===== src/verilog/gpio_pkg.sv =====
`default_nettype none
package gpio_pkg;
	// ****************************************
	// Port geometry
	// ****************************************
	localparam int NPINS = 12;
	localparam int NWAKE = 11;
	localparam int AW = 5;
	localparam int DW = 12;

	// ****************************************
	// I/O bus register indexes
	// ****************************************
	localparam logic [4:0] ADR_DATA = 5'h00;
	localparam logic [4:0] ADR_MASK = 5'h01;
	localparam logic [4:0] ADR_MDATA = 5'h02;
	localparam logic [4:0] ADR_SET = 5'h03;
	localparam logic [4:0] ADR_CLR = 5'h04;
	localparam logic [4:0] ADR_TOG = 5'h05;
	localparam logic [4:0] ADR_DIR = 5'h06;
	localparam logic [4:0] ADR_DIR_SET = 5'h07;
	localparam logic [4:0] ADR_DIR_CLR = 5'h08;
	localparam logic [4:0] ADR_DIR_TOG = 5'h09;
	localparam logic [4:0] ADR_IRQ_EN = 5'h0A;
	localparam logic [4:0] ADR_IRQ_STAT = 5'h0B;
	localparam logic [4:0] ADR_CFG_BASE = 5'h10;
	localparam logic [4:0] ADR_CFG_LAST = 5'h1B;

	// ****************************************
	// Pad configuration word layout
	// ****************************************
	localparam int CFG_PIN_FUNCTION_SELECT_LSB = 0;
	localparam int CFG_PIN_FUNCTION_SELECT_MSB = 2;
	localparam int CFG_PULL_LSB = 3;
	localparam int CFG_PULL_MSB = 4;
	localparam int CFG_HYST = 5;
	localparam int CFG_INMODE = 6;
	localparam int CFG_FILT = 7;
	localparam int CFG_BUS_PLAIN = 8;
	localparam int CFG_SINK = 9;
	localparam int CFG_ILO = 10;
	localparam int CFG_IHI = 11;

	localparam logic [2:0] PIN_FUNCTION_SELECT_GPIO = 3'h0;
	localparam logic [1:0] PULL_NONE = 2'h0;
	localparam logic [1:0] PULL_DOWN = 2'h1;
	localparam logic [1:0] PULL_UP = 2'h2;
	localparam logic [1:0] PULL_REPEAT = 2'h3;

	// ****************************************
	// Reset values and pin classes
	// ****************************************
	localparam logic [11:0] CFG_RST_GPIO = 12'h000;
	localparam logic [11:0] CFG_RST_ALT = 12'h001;
	localparam logic [11:0] ALT_RST_PINS = 12'hC30;
	localparam logic [11:0] HIGH_DRIVE_PINS = 12'hC88;
	localparam logic [11:0] BUS_PINS = 12'h030;
	localparam logic [11:0] ZERO12 = 12'h000;
	localparam logic [4:0] PORT_IRQ_LINE = 5'h1F;
endpackage
`default_nettype wire


===== src/verilog/gpio_port_with_pad_config.sv =====
// Summary of operation
// RL1 - Function field zero selects general-purpose port
// RL2 - In port mode direction bit sets drive
// RL3 - Peripheral function owns direction, register ignored
// RL4 - Pull field: up, down, none, repeater
// RL5 - Pull field resets to no resistor
// RL6 - Repeater pulls toward the pin's level
// RL7 - No repeater retention in deep power-down
// RL8 - Reset: inputs, no pulls; bus, debug excepted
// RL9 - Bus pins choose filtered or plain open-drain
// RL10 - Config controls input mode, hysteresis, filter
// RL11 - High-drive pins offer digital or current sink
// RL12 - Set and clear writes touch chosen bits
// RL13 - Whole-port write with masked variant
// RL14 - Direction bits set, cleared, toggled individually
// RL15 - Single-cycle dedicated I/O bus access
// RL16 - Each port bit fixed to one pin
// RL17 - Pins 0 to 10 drive wake lines
// RL18 - Combined status goes out as line 31
// RL19 - Data read returns synced pins or drive
`default_nettype none
module gpio_port_with_pad_config (
	input wire logic clk_i,
	input wire logic nrst_i,
	input wire logic io_sel_i,
	input wire logic io_wr_i,
	input wire logic [4:0] io_addr_i,
	input wire logic [11:0] io_wdata_i,
	output logic [11:0] io_rdata_o,
	input wire logic [11:0] pin_i,
	output logic [11:0] pin_out_o,
	output logic [11:0] pin_oe_n_o,
	output logic [11:0] pull_up_o,
	output logic [11:0] pull_dn_o,
	output logic [11:0] hyst_o,
	output logic [11:0] inmode_o,
	output logic [11:0] filt_o,
	output logic [11:0] bus_glitch_o,
	output logic [11:0] sink_en_o,
	output logic [11:0] sink_sel_o,
	input wire logic [11:0] periph_out_i,
	input wire logic [11:0] periph_oe_i,
	output logic [11:0] periph_in_o,
	input wire logic deep_pd_i,
	output logic [10:0] wake_o,
	output logic port_irq_o
);

	// ****************************************
	// Pin input synchronisers
	// ****************************************
	logic [11:0] sync1_reg;
	logic [11:0] sync2_reg;
	logic [11:0] prev_reg;

	// Two stages guard against metastable pad levels
	always_ff @(posedge clk_i or negedge nrst_i)
	begin
		if (!nrst_i)
		begin
			sync1_reg <= gpio_pkg::ZERO12;
			sync2_reg <= gpio_pkg::ZERO12;
			prev_reg <= gpio_pkg::ZERO12;
		end
		else
		begin
			sync1_reg <= pin_i;
			sync2_reg <= sync1_reg;
			prev_reg <= sync2_reg;
		end
	end

	// ****************************************
	// Bus decode
	// ****************************************
	logic wr;
	logic rd;
	logic wr_data;
	logic wr_mask;
	logic wr_mdata;
	logic wr_set;
	logic wr_clr;
	logic wr_tog;
	logic wr_dir;
	logic wr_dset;
	logic wr_dclr;
	logic wr_dtog;
	logic wr_ien;
	logic wr_ist;
	logic cfg_hit;
	logic [3:0] cfg_idx;

	// One strobe per index; every access finishes in the cycle it is seen
	assign wr = io_sel_i && io_wr_i; // RL15
	assign rd = io_sel_i && !io_wr_i;
	assign wr_data = wr && (io_addr_i == gpio_pkg::ADR_DATA);
	assign wr_mask = wr && (io_addr_i == gpio_pkg::ADR_MASK);
	assign wr_mdata = wr && (io_addr_i == gpio_pkg::ADR_MDATA);
	assign wr_set = wr && (io_addr_i == gpio_pkg::ADR_SET);
	assign wr_clr = wr && (io_addr_i == gpio_pkg::ADR_CLR);
	assign wr_tog = wr && (io_addr_i == gpio_pkg::ADR_TOG);
	assign wr_dir = wr && (io_addr_i == gpio_pkg::ADR_DIR);
	assign wr_dset = wr && (io_addr_i == gpio_pkg::ADR_DIR_SET);
	assign wr_dclr = wr && (io_addr_i == gpio_pkg::ADR_DIR_CLR);
	assign wr_dtog = wr && (io_addr_i == gpio_pkg::ADR_DIR_TOG);
	assign wr_ien = wr && (io_addr_i == gpio_pkg::ADR_IRQ_EN);
	assign wr_ist = wr && (io_addr_i == gpio_pkg::ADR_IRQ_STAT);
	// Pad words sit in one window, one index per pin
	assign cfg_hit = (io_addr_i >= gpio_pkg::ADR_CFG_BASE) &&
		(io_addr_i <= gpio_pkg::ADR_CFG_LAST);
	assign cfg_idx = 4'(io_addr_i - gpio_pkg::ADR_CFG_BASE);

	// ****************************************
	// Output data, mask and direction
	// ****************************************
	logic [11:0] out_reg;
	logic [11:0] out_next;
	logic [11:0] mask_reg;
	logic [11:0] dir_reg;
	logic [11:0] dir_next;

	// Mask bit high protects that output from a masked write
	wire [11:0] masked_val = (out_reg & mask_reg) | (io_wdata_i & ~mask_reg); // RL13

	// Set, clear and toggle leave unselected bits alone
	assign out_next = wr_data ? io_wdata_i : // RL13
		wr_mdata ? masked_val :
		wr_set ? (out_reg | io_wdata_i) : // RL12
		wr_clr ? (out_reg & ~io_wdata_i) : // RL12
		wr_tog ? (out_reg ^ io_wdata_i) :
		out_reg;

	assign dir_next = wr_dir ? io_wdata_i :
		wr_dset ? (dir_reg | io_wdata_i) : // RL14
		wr_dclr ? (dir_reg & ~io_wdata_i) : // RL14
		wr_dtog ? (dir_reg ^ io_wdata_i) : // RL14
		dir_reg;

	// All port bits come up as inputs
	always_ff @(posedge clk_i or negedge nrst_i)
	begin
		if (!nrst_i)
		begin
			out_reg <= gpio_pkg::ZERO12;
			mask_reg <= gpio_pkg::ZERO12;
			dir_reg <= gpio_pkg::ZERO12; // RL8
		end
		else
		begin
			out_reg <= out_next;
			mask_reg <= wr_mask ? io_wdata_i : mask_reg;
			dir_reg <= dir_next;
		end
	end

	// ****************************************
	// Per-pin pad configuration
	// ****************************************
	logic [11:0] cfg_reg [gpio_pkg::NPINS];
	logic [11:0] drive_en;
	logic [11:0] drive_val;
	logic [11:0] up_next;
	logic [11:0] dn_next;
	logic [11:0] hyst_next;
	logic [11:0] inm_next;
	logic [11:0] filt_next;
	logic [11:0] glitch_next;
	logic [11:0] sink_next;
	logic [11:0] ssel_next;
	logic [11:0] is_gpio;

	genvar g;
	generate
		for (g = 0; g < gpio_pkg::NPINS; g++)
		begin : pin_g
			// Bus and debug pins come up on their alternate function
			localparam logic [11:0] RST = gpio_pkg::ALT_RST_PINS[g] ?
				gpio_pkg::CFG_RST_ALT : gpio_pkg::CFG_RST_GPIO;
			wire [11:0] c = cfg_reg[g];
			wire [2:0] pin_function_select = c[gpio_pkg::CFG_PIN_FUNCTION_SELECT_MSB:gpio_pkg::CFG_PIN_FUNCTION_SELECT_LSB];
			wire [1:0] pull = c[gpio_pkg::CFG_PULL_MSB:gpio_pkg::CFG_PULL_LSB];
			// Repeater needs live pad state; lost in deep power-down
			wire rep = (pull == gpio_pkg::PULL_REPEAT) && !deep_pd_i; // RL7

			always_ff @(posedge clk_i or negedge nrst_i)
			begin
				if (!nrst_i)
					cfg_reg[g] <= RST; // RL5 RL8
				else if (wr && cfg_hit && (cfg_idx == 4'(g)))
					cfg_reg[g] <= io_wdata_i;
			end

			// Bit g of the port maps only onto pin g
			assign is_gpio[g] = (pin_function_select == gpio_pkg::PIN_FUNCTION_SELECT_GPIO); // RL1 RL16
			assign drive_en[g] = is_gpio[g] ? dir_reg[g] : periph_oe_i[g]; // RL2 RL3
			assign drive_val[g] = is_gpio[g] ? out_reg[g] : periph_out_i[g];
			assign up_next[g] = (pull == gpio_pkg::PULL_UP) || (rep && sync2_reg[g]); // RL4 RL6
			assign dn_next[g] = (pull == gpio_pkg::PULL_DOWN) || (rep && !sync2_reg[g]); // RL4 RL6
			assign hyst_next[g] = c[gpio_pkg::CFG_HYST]; // RL10
			assign inm_next[g] = c[gpio_pkg::CFG_INMODE]; // RL10
			assign filt_next[g] = c[gpio_pkg::CFG_FILT]; // RL10
			// Filtered open-drain only when the bus function is live
			assign glitch_next[g] = gpio_pkg::BUS_PINS[g] && !is_gpio[g] &&
				!c[gpio_pkg::CFG_BUS_PLAIN]; // RL9
			assign sink_next[g] = gpio_pkg::HIGH_DRIVE_PINS[g] && c[gpio_pkg::CFG_SINK]; // RL11
			assign ssel_next[g] = drive_val[g] ? c[gpio_pkg::CFG_IHI] : c[gpio_pkg::CFG_ILO]; // RL11
		end
	endgenerate

	// Bus pins in bus function are true open-drain: never drive high
	wire [11:0] od = gpio_pkg::BUS_PINS & ~is_gpio; // RL9
	wire [11:0] oe_n_next = ~drive_en | (od & drive_val);
	wire [11:0] pad_val = drive_val & ~od;

	// ****************************************
	// Pin interrupt status
	// ****************************************
	logic [11:0] ien_reg;
	logic [11:0] ist_reg;
	wire [11:0] rise = sync2_reg & ~prev_reg;
	// A new edge beats a clear in the same cycle
	wire [11:0] ist_next = rise | (ist_reg & ~(wr_ist ? io_wdata_i : gpio_pkg::ZERO12));

	// ****************************************
	// Read mux
	// ****************************************
	logic [11:0] rdata;
	// Outputs read back the driven value, inputs the pin
	wire [11:0] port_rd = (drive_en & drive_val) | (~drive_en & sync2_reg); // RL19
	always_comb
	begin
		rdata = gpio_pkg::ZERO12;
		if (cfg_hit)
			rdata = cfg_reg[cfg_idx];
		else
		begin
			unique case (io_addr_i)
				gpio_pkg::ADR_DATA: rdata = port_rd;
				gpio_pkg::ADR_MDATA: rdata = port_rd & ~mask_reg;
				gpio_pkg::ADR_MASK: rdata = mask_reg;
				gpio_pkg::ADR_DIR: rdata = dir_reg;
				gpio_pkg::ADR_IRQ_EN: rdata = ien_reg;
				gpio_pkg::ADR_IRQ_STAT: rdata = ist_reg;
				default: rdata = gpio_pkg::ZERO12;
			endcase
		end
	end

	// ****************************************
	// Output registers
	// ****************************************
	// Read data holds until the next read; no bus wait states
	always_ff @(posedge clk_i or negedge nrst_i)
	begin
		if (!nrst_i)
		begin
			io_rdata_o <= gpio_pkg::ZERO12;
		end
		else
		begin
			io_rdata_o <= rd ? rdata : io_rdata_o; // RL15
		end
	end

	// Pad drive and pulls; pads see one cycle lag after a write
	always_ff @(posedge clk_i or negedge nrst_i)
	begin
		if (!nrst_i)
		begin
			pin_out_o <= gpio_pkg::ZERO12;
			pin_oe_n_o <= ~gpio_pkg::ZERO12;
			pull_up_o <= gpio_pkg::ZERO12;
			pull_dn_o <= gpio_pkg::ZERO12;
		end
		else
		begin
			pin_out_o <= pad_val;
			pin_oe_n_o <= oe_n_next; // RL2 RL3
			pull_up_o <= up_next;
			pull_dn_o <= dn_next;
		end
	end

	// Static pad modes, registered so the pads never see decode glitches
	always_ff @(posedge clk_i or negedge nrst_i)
	begin
		if (!nrst_i)
		begin
			hyst_o <= gpio_pkg::ZERO12;
			inmode_o <= gpio_pkg::ZERO12;
			filt_o <= gpio_pkg::ZERO12;
			bus_glitch_o <= gpio_pkg::ZERO12;
			sink_en_o <= gpio_pkg::ZERO12;
			sink_sel_o <= gpio_pkg::ZERO12;
		end
		else
		begin
			hyst_o <= hyst_next;
			inmode_o <= inm_next;
			filt_o <= filt_next;
			bus_glitch_o <= glitch_next;
			sink_en_o <= sink_next;
			sink_sel_o <= ssel_next & sink_next;
		end
	end

	// Synced levels to peripherals and the wake-up logic
	always_ff @(posedge clk_i or negedge nrst_i)
	begin
		if (!nrst_i)
		begin
			periph_in_o <= gpio_pkg::ZERO12;
			wake_o <= gpio_pkg::ZERO12[gpio_pkg::NWAKE-1:0];
		end
		else
		begin
			periph_in_o <= sync2_reg;
			wake_o <= sync2_reg[gpio_pkg::NWAKE-1:0]; // RL17
		end
	end

	// Interrupt enable, sticky status and the combined line
	always_ff @(posedge clk_i or negedge nrst_i)
	begin
		if (!nrst_i)
		begin
			ien_reg <= gpio_pkg::ZERO12;
			ist_reg <= gpio_pkg::ZERO12;
			port_irq_o <= 1'b0;
		end
		else
		begin
			ien_reg <= wr_ien ? io_wdata_i : ien_reg;
			ist_reg <= ist_next;
			port_irq_o <= |(ist_next & ien_reg); // RL18
		end
	end

endmodule // gpio_port_with_pad_config
`default_nettype wire


===== config.mk =====
export PLATFORM = sky130hd
export DESIGN_NAME = gpio_port_with_pad_config
export DESIGN_NICKNAME = d
export VERILOG_FILES = /design/src/verilog/gpio_pkg.sv /design/src/verilog/gpio_port_with_pad_config.sv
export SDC_FILE = /design/constraint.sdc
export NUM_CORES = 1
export LEC_CHECK = 0
export ABC_AREA = 1
export BUFFER_PORTS_ARGS = -buffer_cell sky130_fd_sc_hd__buf_2
export CAP_MARGIN = 20
export CORE_ASPECT_RATIO = 0.9
export CORE_MARGIN = 2
export CORE_UTILIZATION = 63
export CTS_BUF_LIST = sky130_fd_sc_hd__clkbuf_16
export DETAILED_ROUTE_END_ITERATION = 8
export PLACE_DENSITY = 0.86
export SYNTH_ARGS = -nofsm -noshare
export SYNTH_HDL_FRONTEND = slang
export SYNTH_SLANG_ARGS = --single-unit

===== constraint.sdc =====
create_clock -name clk_i -period 3.18 [get_ports clk_i]
set_input_delay 0.159 -clock clk_i [delete_from_list [all_inputs] [get_ports clk_i]]
set_output_delay 0.159 -clock clk_i [all_outputs]
set_load 0.05 [all_outputs]

==> results of run 1 <==
-- power breakdown --
part	switching (mW)	internal (mW)	leakage (nW)
logic	2.38	0.852	5.34
clock network	1.78	2.49	0.614
registers	0.527	5.09	4.45
-- final cells by class --
type | count | share of cell area [%]
Antenna cell | 1 | 0.0130
Inverter | 134 | 2.60
Timing Repair Buffer | 267 | 8.73
Multi-Input combinational cell | 1523 | 35.2
Sequential cell | 347 | 45.1
Tap cell | 348 | 2.25
Clock buffer | 38 | 4.92
Clock inverter | 28 | 1.23
-- worst paths after layout --
kind | to | startpoint | slack (ps) | cells after the start
setup / recovery | io_rdata_o[1] | pin_g[1].c[1] | 1300 | 9
hold / removal | ist_reg[3] | io_wdata_i[3] | 20 | 4
setup reg to reg | io_rdata_o[1] | pin_g[1].c[1] | 1300 | 9
hold reg to reg | sync2_reg[2] | sync1_reg[2] | 350 | 0
max in group asynchronous | pin_oe_n_o[8] | nrst_i | 1990 | 3
min in group asynchronous | pin_g[4].c[6] | nrst_i | 290 | 2
-- worst min-delay path: stages --
cell	delay, ps
buf_2	140
nand3_1	90
nand2_1	50
nand2_1	70
-- repair_timing --
action / 4_1_cts / 5_1_grt
hold buffers: 36 / 0
endpoints found under the hold margin: 124 / 0
buffers inserted: 0 / 0
-- kinds of logic (layout without fill, tap and decap cells) --
family | after synthesis | in the layout | synth area share [%]
AND/OR/NAND/NOR | 1185 | 1185 | 28.5
flip-flops | 347 | 347 | 52.4
buffers and inverters | 269 | 467 | 7.18
AO/OA/AOI/OAI | 264 | 264 | 8.22
adder cells (fa/ha/maj) | 48 | 48 | 3.62
other | 1 | 27 | 0.0226
-- layer usage --
metal / up-vias / wire length (um) / GRT usage (%)
li1: 6983 / - / -
met1: 7416 / 19800 / 51.2
met2: 1035 / 24500 / 61.4
met3: 241 / 5910 / 7.78
met4: 2 / 3440 / 22.6
met5: - / 10 / 0
-- through the flow --
stage | hold WS [ps] | total power, mW | cells
4_1_cts | 6.79 | 13.1 | 2685
3_3_place_gp | 266 | 8.66 | 2583
2_1_floorplan | -137 | 7.78 | 2139
5_1_grt | 34.8 | 13.7 | 2686
6_report | 21.0 | 13.1 | 2686
3_5_place_dp | 269 | 8.78 | 2583
-- cell usage after synthesis (10+ instances only) --
cell type | count | area share, %
or2_2 | 14 | 0.53
o21ai_1 | 23 | 0.69
a21boi_0 | 14 | 0.63
buf_1 | 10 | 0.23
nand3_1 | 142 | 4.3
buf_2 | 23 | 0.69
inv_1 | 123 | 2.8
clkbuf_1 | 61 | 1.4
dfrtp_1 | 331 | 50
o21ai_0 | 184 | 5.5
nand2_1 | 860 | 19
buf_4 | 41 | 1.9
nand4_1 | 12 | 0.45
a21oi_1 | 40 | 1.2
dfstp_2 | 16 | 2.5
nor2_1 | 143 | 3.2
ha_1 | 48 | 3.6
==> impl_metrics.json, run 1 <==
{
  "status": "finished, final reports clean",
  "utilization_pct": 74.3,
  "largest_register_ffs": 144,
  "final_cell_mix": "860 x nand2_1, 331 x dfrtp_1, 186 x buf_2",
  "grt_max_degree": 103,
  "maxSlewHeadroom_pct": 36.3,
  "clock_latency_ps": 530,
  "drt_wl_total_um": 53700,
  "seqCellArea_um2": 8700,
  "power_density_nw_per_um2": 679,
  "path_cells": "nor2_1 -> nand2_1 -> o21ai_0 -> nor2_1 -> nor2_1 -> nor2_1 -> nand2_1 -> nand2_1 -> nand2_1",
  "wl_per_cell_um": 20.0,
  "ant_nets": 0,
  "drive_gt1_share_pct": 14.0,
  "path_buf_inv": 0,
  "fin_crit_ps": 1880,
  "critPathKind": "flip-flop to flip-flop",
  "fin_crit_sh_pct": 59.1,
  "clkTransAtPathRegs_ps": 60,
  "slowest_delay_ps": 400,
  "syn_area_per_cell_um2": 7.85,
  "grt_usage_pct": 39.1,
  "fin_setup_tns_ps": 0,
  "fin_nets": 2416,
  "fin_skew_ps": 18.1,
  "hp-class": "input pin to flip-flop",
  "tritoncts": "yes",
  "max-cap-violations": 0,
  "final_common_cell": "nand2_1",
  "slew_violations": 0,
  "syn-cell-area_um2": 16600,
  "antenna_found_initial": 2,
  "core_area_um2": 26000,
  "clock_tree.root_cell": "clkbuf_16",
  "io_pins": 214,
  "place_hpwl_um": 37600,
  "cp-end-kind": "flip-flop",
  "tightest_slew_ps": 955,
  "syn_inst": 2114,
  "synth_seq_cells": 347,
  "routed_via_density": 5.84,
  "die-area_um2": 27700,
  "leakagePower_nw": 10.4,
  "numCtsBuffers": 37,
  "die_x_um": 175,
  "route.vias.total": 15700,
  "yosysWarnings": 0,
  "clk_path_buf_depth": 3,
  "place_ws_ps": 970,
  "grt_first_pass_wirelength_um": 82000,
  "area_delta_synth_final_pct": 16.4,
  "initial_core_util_pct": 63.9,
  "drc": 0,
  "cp.arrival_ps": 2340,
  "critical-path-slowest-cell": "dfrtp_1",
  "synth-main-ff-cell": "dfrtp_1",
  "vdd_drop_max_v": 0.000525,
  "drt_iter0_drc": 2063,
  "max_clock_freq_mhz": 532,
  "gp_congestion": 1.01,
  "crit_required_ps": 3640,
  "n_fill_cell": 1924,
  "start_kind": "flip-flop",
  "rsz0062_at_grt": "false",
  "die_h_um": 158,
  "finalHoldViolCount": 0,
  "numPortBuffers": 187,
  "placed_cell_area_um2": 17800,
  "yosysSeqAreaShare_pct": 52.4,
  "htree_levels": 2,
  "drt-pass1-iter-count": 6,
  "cp_top_family": "simple AND/OR/NAND/NOR gates",
  "grt_overflow": 0,
  "row_count": 56,
  "cts_resized": 0,
  "synth-edff-count": 0,
  "setup_violations": 0,
  "ys_types": 28,
  "grt_pass1_vias": 14800,
  "cts.sinks": 347,
  "setup_ws_ps": 1300,
  "async_flop_share_pct": 100,
  "multi_input_area_um2": 6800,
  "fin_area_um2": 19300,
  "crit_fanout": 4
}
No activity file was read; power rests on OpenSTA's default activity.
==> run 2: changes to the inputs <==
- CORE_UTILIZATION: 63 -> 53
- PLACE_DENSITY: 0.86 -> 0.77
- clock period: 3.18 -> 1.55 ns (I/O delays scaled with it)
==> impl_metrics.json, run 2 (synthesized netlist as in run 1, its figures left out) <==
{
  "status": "finished, final reports clean",
  "clk_path_buf_depth": 3,
  "drc": 0,
  "fin_area_um2": 20900,
  "fin_crit_sh_pct": 96.1,
  "diodes": 0,
  "drive_gt1_share_pct": 19.6,
  "row_count": 61,
  "ant_nets": 0,
  "slowest_delay_ps": 420,
  "cp-end-kind": "flip-flop",
  "die-area_um2": 32800,
  "die_x_um": 191,
  "area_delta_synth_final_pct": 26.0,
  "crit_fanout": 4,
  "final_common_cell": "nand2_1",
  "crit_required_ps": 1960,
  "rsz0062_at_grt": "true",
  "finalHoldViolCount": 0,
  "placed_cell_area_um2": 19100,
  "io_pins": 214,
  "initial_core_util_pct": 53.8,
  "final_cell_mix": "846 x nand2_1, 331 x dfrtp_1, 186 x buf_2",
  "path_cells": "nor2_4 -> nand2_4 -> nand2_2 -> o21ai_2 -> nor2_2 -> nor2_1 -> nor2_1 -> nand2_1 -> nand2_1 -> nand2_1",
  "tightest_slew_ps": 603,
  "seqCellArea_um2": 8700,
  "clkTransAtPathRegs_ps": 60,
  "path_buf_inv": 0,
  "numPortBuffers": 187,
  "start_kind": "flip-flop",
  "core_area_um2": 30800,
  "max_clock_freq_mhz": 671,
  "drt_wl_total_um": 56800,
  "crit_path_frequent_cell": "nand2_1",
  "cp.arrival_ps": 1900,
  "cp_top_family": "simple AND/OR/NAND/NOR gates",
  "cts.sinks": 347,
  "grt_overflow": 0,
  "grt_pass1_vias": 15100,
  "finalPower_mw": 27.9,
  "numCtsBuffers": 38,
  "fin_nets": 2557,
  "grt_usage_pct": 35.2,
  "clock_latency_ps": 530,
  "leakagePower_nw": 11.2,
  "n_fill_cell": 2513,
  "route.vias.total": 15800,
  "place_hpwl_um": 40900,
  "maxSlewHeadroom_pct": 59.7,
  "setup_violations": 0,
  "fin_skew_ps": 14.8,
  "max-cap-violations": 0,
  "wl_per_cell_um": 19.7,
  "power_density_nw_per_um2": 1330,
  "routed_via_density": 5.49,
  "grt_first_pass_wirelength_um": 86900,
  "slew_violations": 0,
  "vdd_drop_max_v": 0.00101,
  "antenna_found_initial": 0,
  "drt-pass1-iter-count": 6,
  "largest_register_ffs": 144,
  "multi_input_area_um2": 6920,
  "hp-class": "input pin to flip-flop",
  "fin_crit_ps": 1490,
  "critPathKind": "flip-flop to flip-flop",
  "tritoncts": "yes",
  "clock_tree.root_cell": "clkbuf_16",
  "htree_levels": 2,
  "die_h_um": 172,
  "gp_congestion": 0.971,
  "grt_max_degree": 65,
  "drt_iter0_drc": 1640,
  "critical-path-slowest-cell": "dfrtp_1"
}
## run 2: cell count changes in the layout (fill, tap and decap cells not counted), moves of 3 or more
cell           before  now
clkinv_2            5    2
dlygate4sd3_1      36   46
nor2_2              4    9
buf_12              4   27
nor2_4              2    9
nand2_1           860  846
o21ai_0           184  179
nor2_1            143  131
o21ai_1            23   26
nand2_2             1   13
buf_4              40  147
## run 2: report_power, final
part	internal (mW)	leakage [nW]	total, mW	switching, mW
combinational	2.16	6.15	7.21	5.05
clock	5.44	0.619	9.10	3.66
sequential	10.4	4.45	11.6	1.12
## run 2: stage by stage
stage               std cells  util, %  setup TNS [ps]  hold slack (ps)  setup slack [ps]
floorplan                2139        -               0             -218               250
global placement         2768     61.8           -1080            -9.00              -172
detailed placement       2768     61.8           -1200            -3.67              -168
CTS                      2881     67.4           -4.24             5.60             -4.24
global route             2885     67.9            -109             25.7             -38.3
finish                   2885     67.9               0             18.1              59.7
## run 2: routing by layer
| metal | part of all wire, % | GRT usage (%) | routed length, um |
|---|---|---|---|
| met1 | 42 | 49.5 | 23900 |
| met2 | 44 | 53.9 | 25000 |
| met3 | 9.2 | 6.09 | 5210 |
| met4 | 4.7 | 15.8 | 2690 |
| met5 | 0 | 0 | 0 |
## run 2: repair_timing
action | 4_1_cts | 5_1_grt
pin swaps | 3 | 15
buffers inserted | 2 | 4
gates resized for setup | 7 | 36
endpoints found under the hold margin | 391 | 0
gates cloned | 0 | 0
endpoints found under the setup margin | 4 | 12
hold buffers | 46 | 0
## run 2: worst paths after layout
check | startpoint | end | slack [ps] | depth (start not counted)
setup / recovery | pin_g[1].c[2] | io_rdata_o[1] | 60 | 10
setup reg to reg | pin_g[1].c[2] | io_rdata_o[1] | 60 | 10
max in group asynchronous | nrst_i | pin_oe_n_o[1] | 780 | 4
hold / removal | periph_oe_i[3] | pin_oe_n_o[3] | 20 | 5
hold reg to reg | sync1_reg[0] | sync2_reg[0] | 350 | 0
min in group asynchronous | nrst_i | pin_g[5].c[8] | 40 | 2
## run 2: layout make-up
cell class	instances	share of cell area, %
Clock buffer	38	4.54
Clock inverter	27	1.35
Inverter	134	2.40
Multi-Input combinational cell	1523	33.1
Sequential cell	347	41.6
Tap cell	409	2.45
Timing Repair Buffer	407	14.6
## run 2: tightest hold or removal path, delay by kind of cell
family	cells	cell delay (ps)
AO/OA/AOI/OAI	1	120
AND/OR/NAND/NOR	1	60
buffers and inverters	3	290
==> run 3: changes to the inputs <==
- CORE_UTILIZATION: 53 -> 40
- PLACE_DENSITY: 0.77 -> default
- SLEW_MARGIN: default -> 20
==> impl_metrics.json, run 3 (synthesized netlist as in run 1, its figures left out) <==
{
  "routed_via_density": 5.10,
  "switching_share_pct": 35.7,
  "die-area_um2": 43100,
  "htree_levels": 2,
  "hold_ws_ps": 11.3,
  "critPathKind": "flip-flop to flip-flop",
  "tritoncts": "yes",
  "start_kind": "flip-flop",
  "route.vias.total": 15500,
  "crit_required_ps": 2010,
  "clkTransAtPathRegs_ps": 60,
  "finalHoldViolCount": 0,
  "p_sw_mw": 10.0,
  "numCtsBuffers": 38,
  "crit_path_frequent_cell": "nand2_1",
  "grt_overflow": 0,
  "io_pins": 214,
  "finalPower_mw": 28.1,
  "crit_fanout": 4,
  "tightest_slew_ps": 573,
  "status": "finished, final reports clean",
  "intPower_mw": 18.1,
  "setup_violations": 0,
  "layout.cells.non_filler": 3044,
  "slowest_delay_ps": 420,
  "cp-end-kind": "flip-flop",
  "combinationalPowerShare_pct": 26.3,
  "wl_per_cell_um": 19.2,
  "clock_tree.root_cell": "clkbuf_16",
  "fin_crit_ps": 1540,
  "area_delta_synth_final_pct": 28.3,
  "clkPwrFrac_pct": 32.5,
  "largest_register_ffs": 144,
  "drt_wl_total_um": 58500,
  "core_area_um2": 40800,
  "power_frac_seq_pct": 41.2,
  "fin_skew_ps": 27.4,
  "fin_nets": 2582,
  "critical-path-slowest-cell": "dfrtp_1",
  "cp.arrival_ps": 2000,
  "path_cells": "nor2_4 -> nand2_4 -> nand2_2 -> o21ai_2 -> nor2_2 -> nor2_1 -> nor2_2 -> nand2_1 -> nand2_1 -> nand2_1",
  "initial_core_util_pct": 40.7,
  "antenna_found_initial": 2,
  "grt_max_degree": 74,
  "grt_pass1_vias": 14800,
  "die_x_um": 219,
  "ant_nets": 0,
  "leakagePower_nw": 11.4,
  "vdd_drop_max_v": 0.00111,
  "final_cell_mix": "844 x nand2_1, 331 x dfrtp_1, 186 x buf_2",
  "clk_path_buf_depth": 3,
  "rsz0062_at_grt": "true",
  "power_density_nw_per_um2": 1320,
  "place_hpwl_um": 43200,
  "grt_usage_pct": 27.2,
  "maxSlewHeadroom_pct": 61.8,
  "fin_crit_sh_pct": 99.5,
  "fin_setup_tns_ps": 0,
  "row_count": 70,
  "max-cap-violations": 0,
  "multi_input_area_um2": 6960,
  "final_common_cell": "nand2_1",
  "drt_iter0_drc": 1424,
  "r2r_slack_ps": 8,
  "numPortBuffers": 187,
  "cts.sinks": 347,
  "dp_cells": 2918,
  "hp-class": "input pin to flip-flop",
  "grt_first_pass_wirelength_um": 88100,
  "drc": 0,
  "max_clock_freq_mhz": 648,
  "drt-pass1-iter-count": 6,
  "die_h_um": 197,
  "gp_congestion": 0.943,
  "slew_violations": 0,
  "seqCellArea_um2": 8700,
  "n_fill_cell": 3863,
  "drive_gt1_share_pct": 21.1,
  "clock_latency_ps": 570
}
-- run 3: changes by cell type in the layout (fill, tap and decap cells not counted), sizes merged --
cell,previous run,this run
buf,361,386
bufinv,6,4
clkbuf,38,40
clkinv,14,16
clkinvlp,2,1
diode,0,1
inv,139,140
-- run 3: worst paths after layout --
path / from / endpoint / cells past startpoint
setup reg to reg: pin_g[3].c[0] / io_rdata_o[3] / 10
max in group asynchronous: nrst_i / pin_g[4].c[0] / 3
setup / recovery: pin_g[3].c[0] / io_rdata_o[3] / 10
min in group asynchronous: nrst_i / pin_g[4].c[5] / 2
hold / removal: io_wr_i / io_rdata_o[2] / 5
hold reg to reg: sync1_reg[8] / sync2_reg[8] / 0
-- run 3: per-stage QoR --
stage | setup WS (ps) | area [um^2] | utilization, %
global placement | -281 | 19300 | 47.4
global route | -86.1 | 21300 | 52.2
finish | 7.51 | 21300 | 52.2
detailed placement | -281 | 19300 | 47.4
CTS | 4.73 | 21100 | 51.7
floorplan | 250 | 16700 | -
-- run 3: layer usage --
metal	up-vias	share of wire [%]	GRT usage [%]	wire [um]
li1	7308	-	-	-
met1	7490	45	39.7	26600
met4	0	3.4	9.96	2010
met2	610	44	40.8	25800
met5	-	0	0	0
met3	116	7.0	4.33	4110
-- run 3: power by group through the flow --
stage | Combinational [mW] | Sequential [mW] | Clock (mW)
after floorplan | 2.81 | 13.1 | 0
after global placement | 6.92 | 11.7 | 0
after detailed placement | 7.03 | 11.7 | 0
after CTS | 7.21 | 11.5 | 9.30
after global routing | 8.09 | 11.7 | 9.68
final | 7.41 | 11.6 | 9.14
-- run 3: timing repair --
action	4_1_cts	5_1_grt
pin swaps	5	25
setup buffers	5	7
resized for setup	14	45
endpoints found under the hold margin	396	0
hold buffers	46	0
setup endpoints to repair	7	12
gates cloned	0	0
-- run 3: critical path: cells and delay by family (launching register included) --
kind / cells / cell delay (ps)
AO/OA/AOI/OAI: 1 / 60
flip-flops: 1 / 420
AND/OR/NAND/NOR: 9 / 950
-- run 3: final cells by class --
class / count / share of cell area (%)
antenna: 1 / 0.0117
multi-input combinational: 1523 / 32.7
timing repair buffer: 432 / 15.0
clock inverter: 27 / 1.17
tap: 540 / 3.17
sequential: 347 / 40.9
inverter: 134 / 2.36
clock buffer: 40 / 4.70
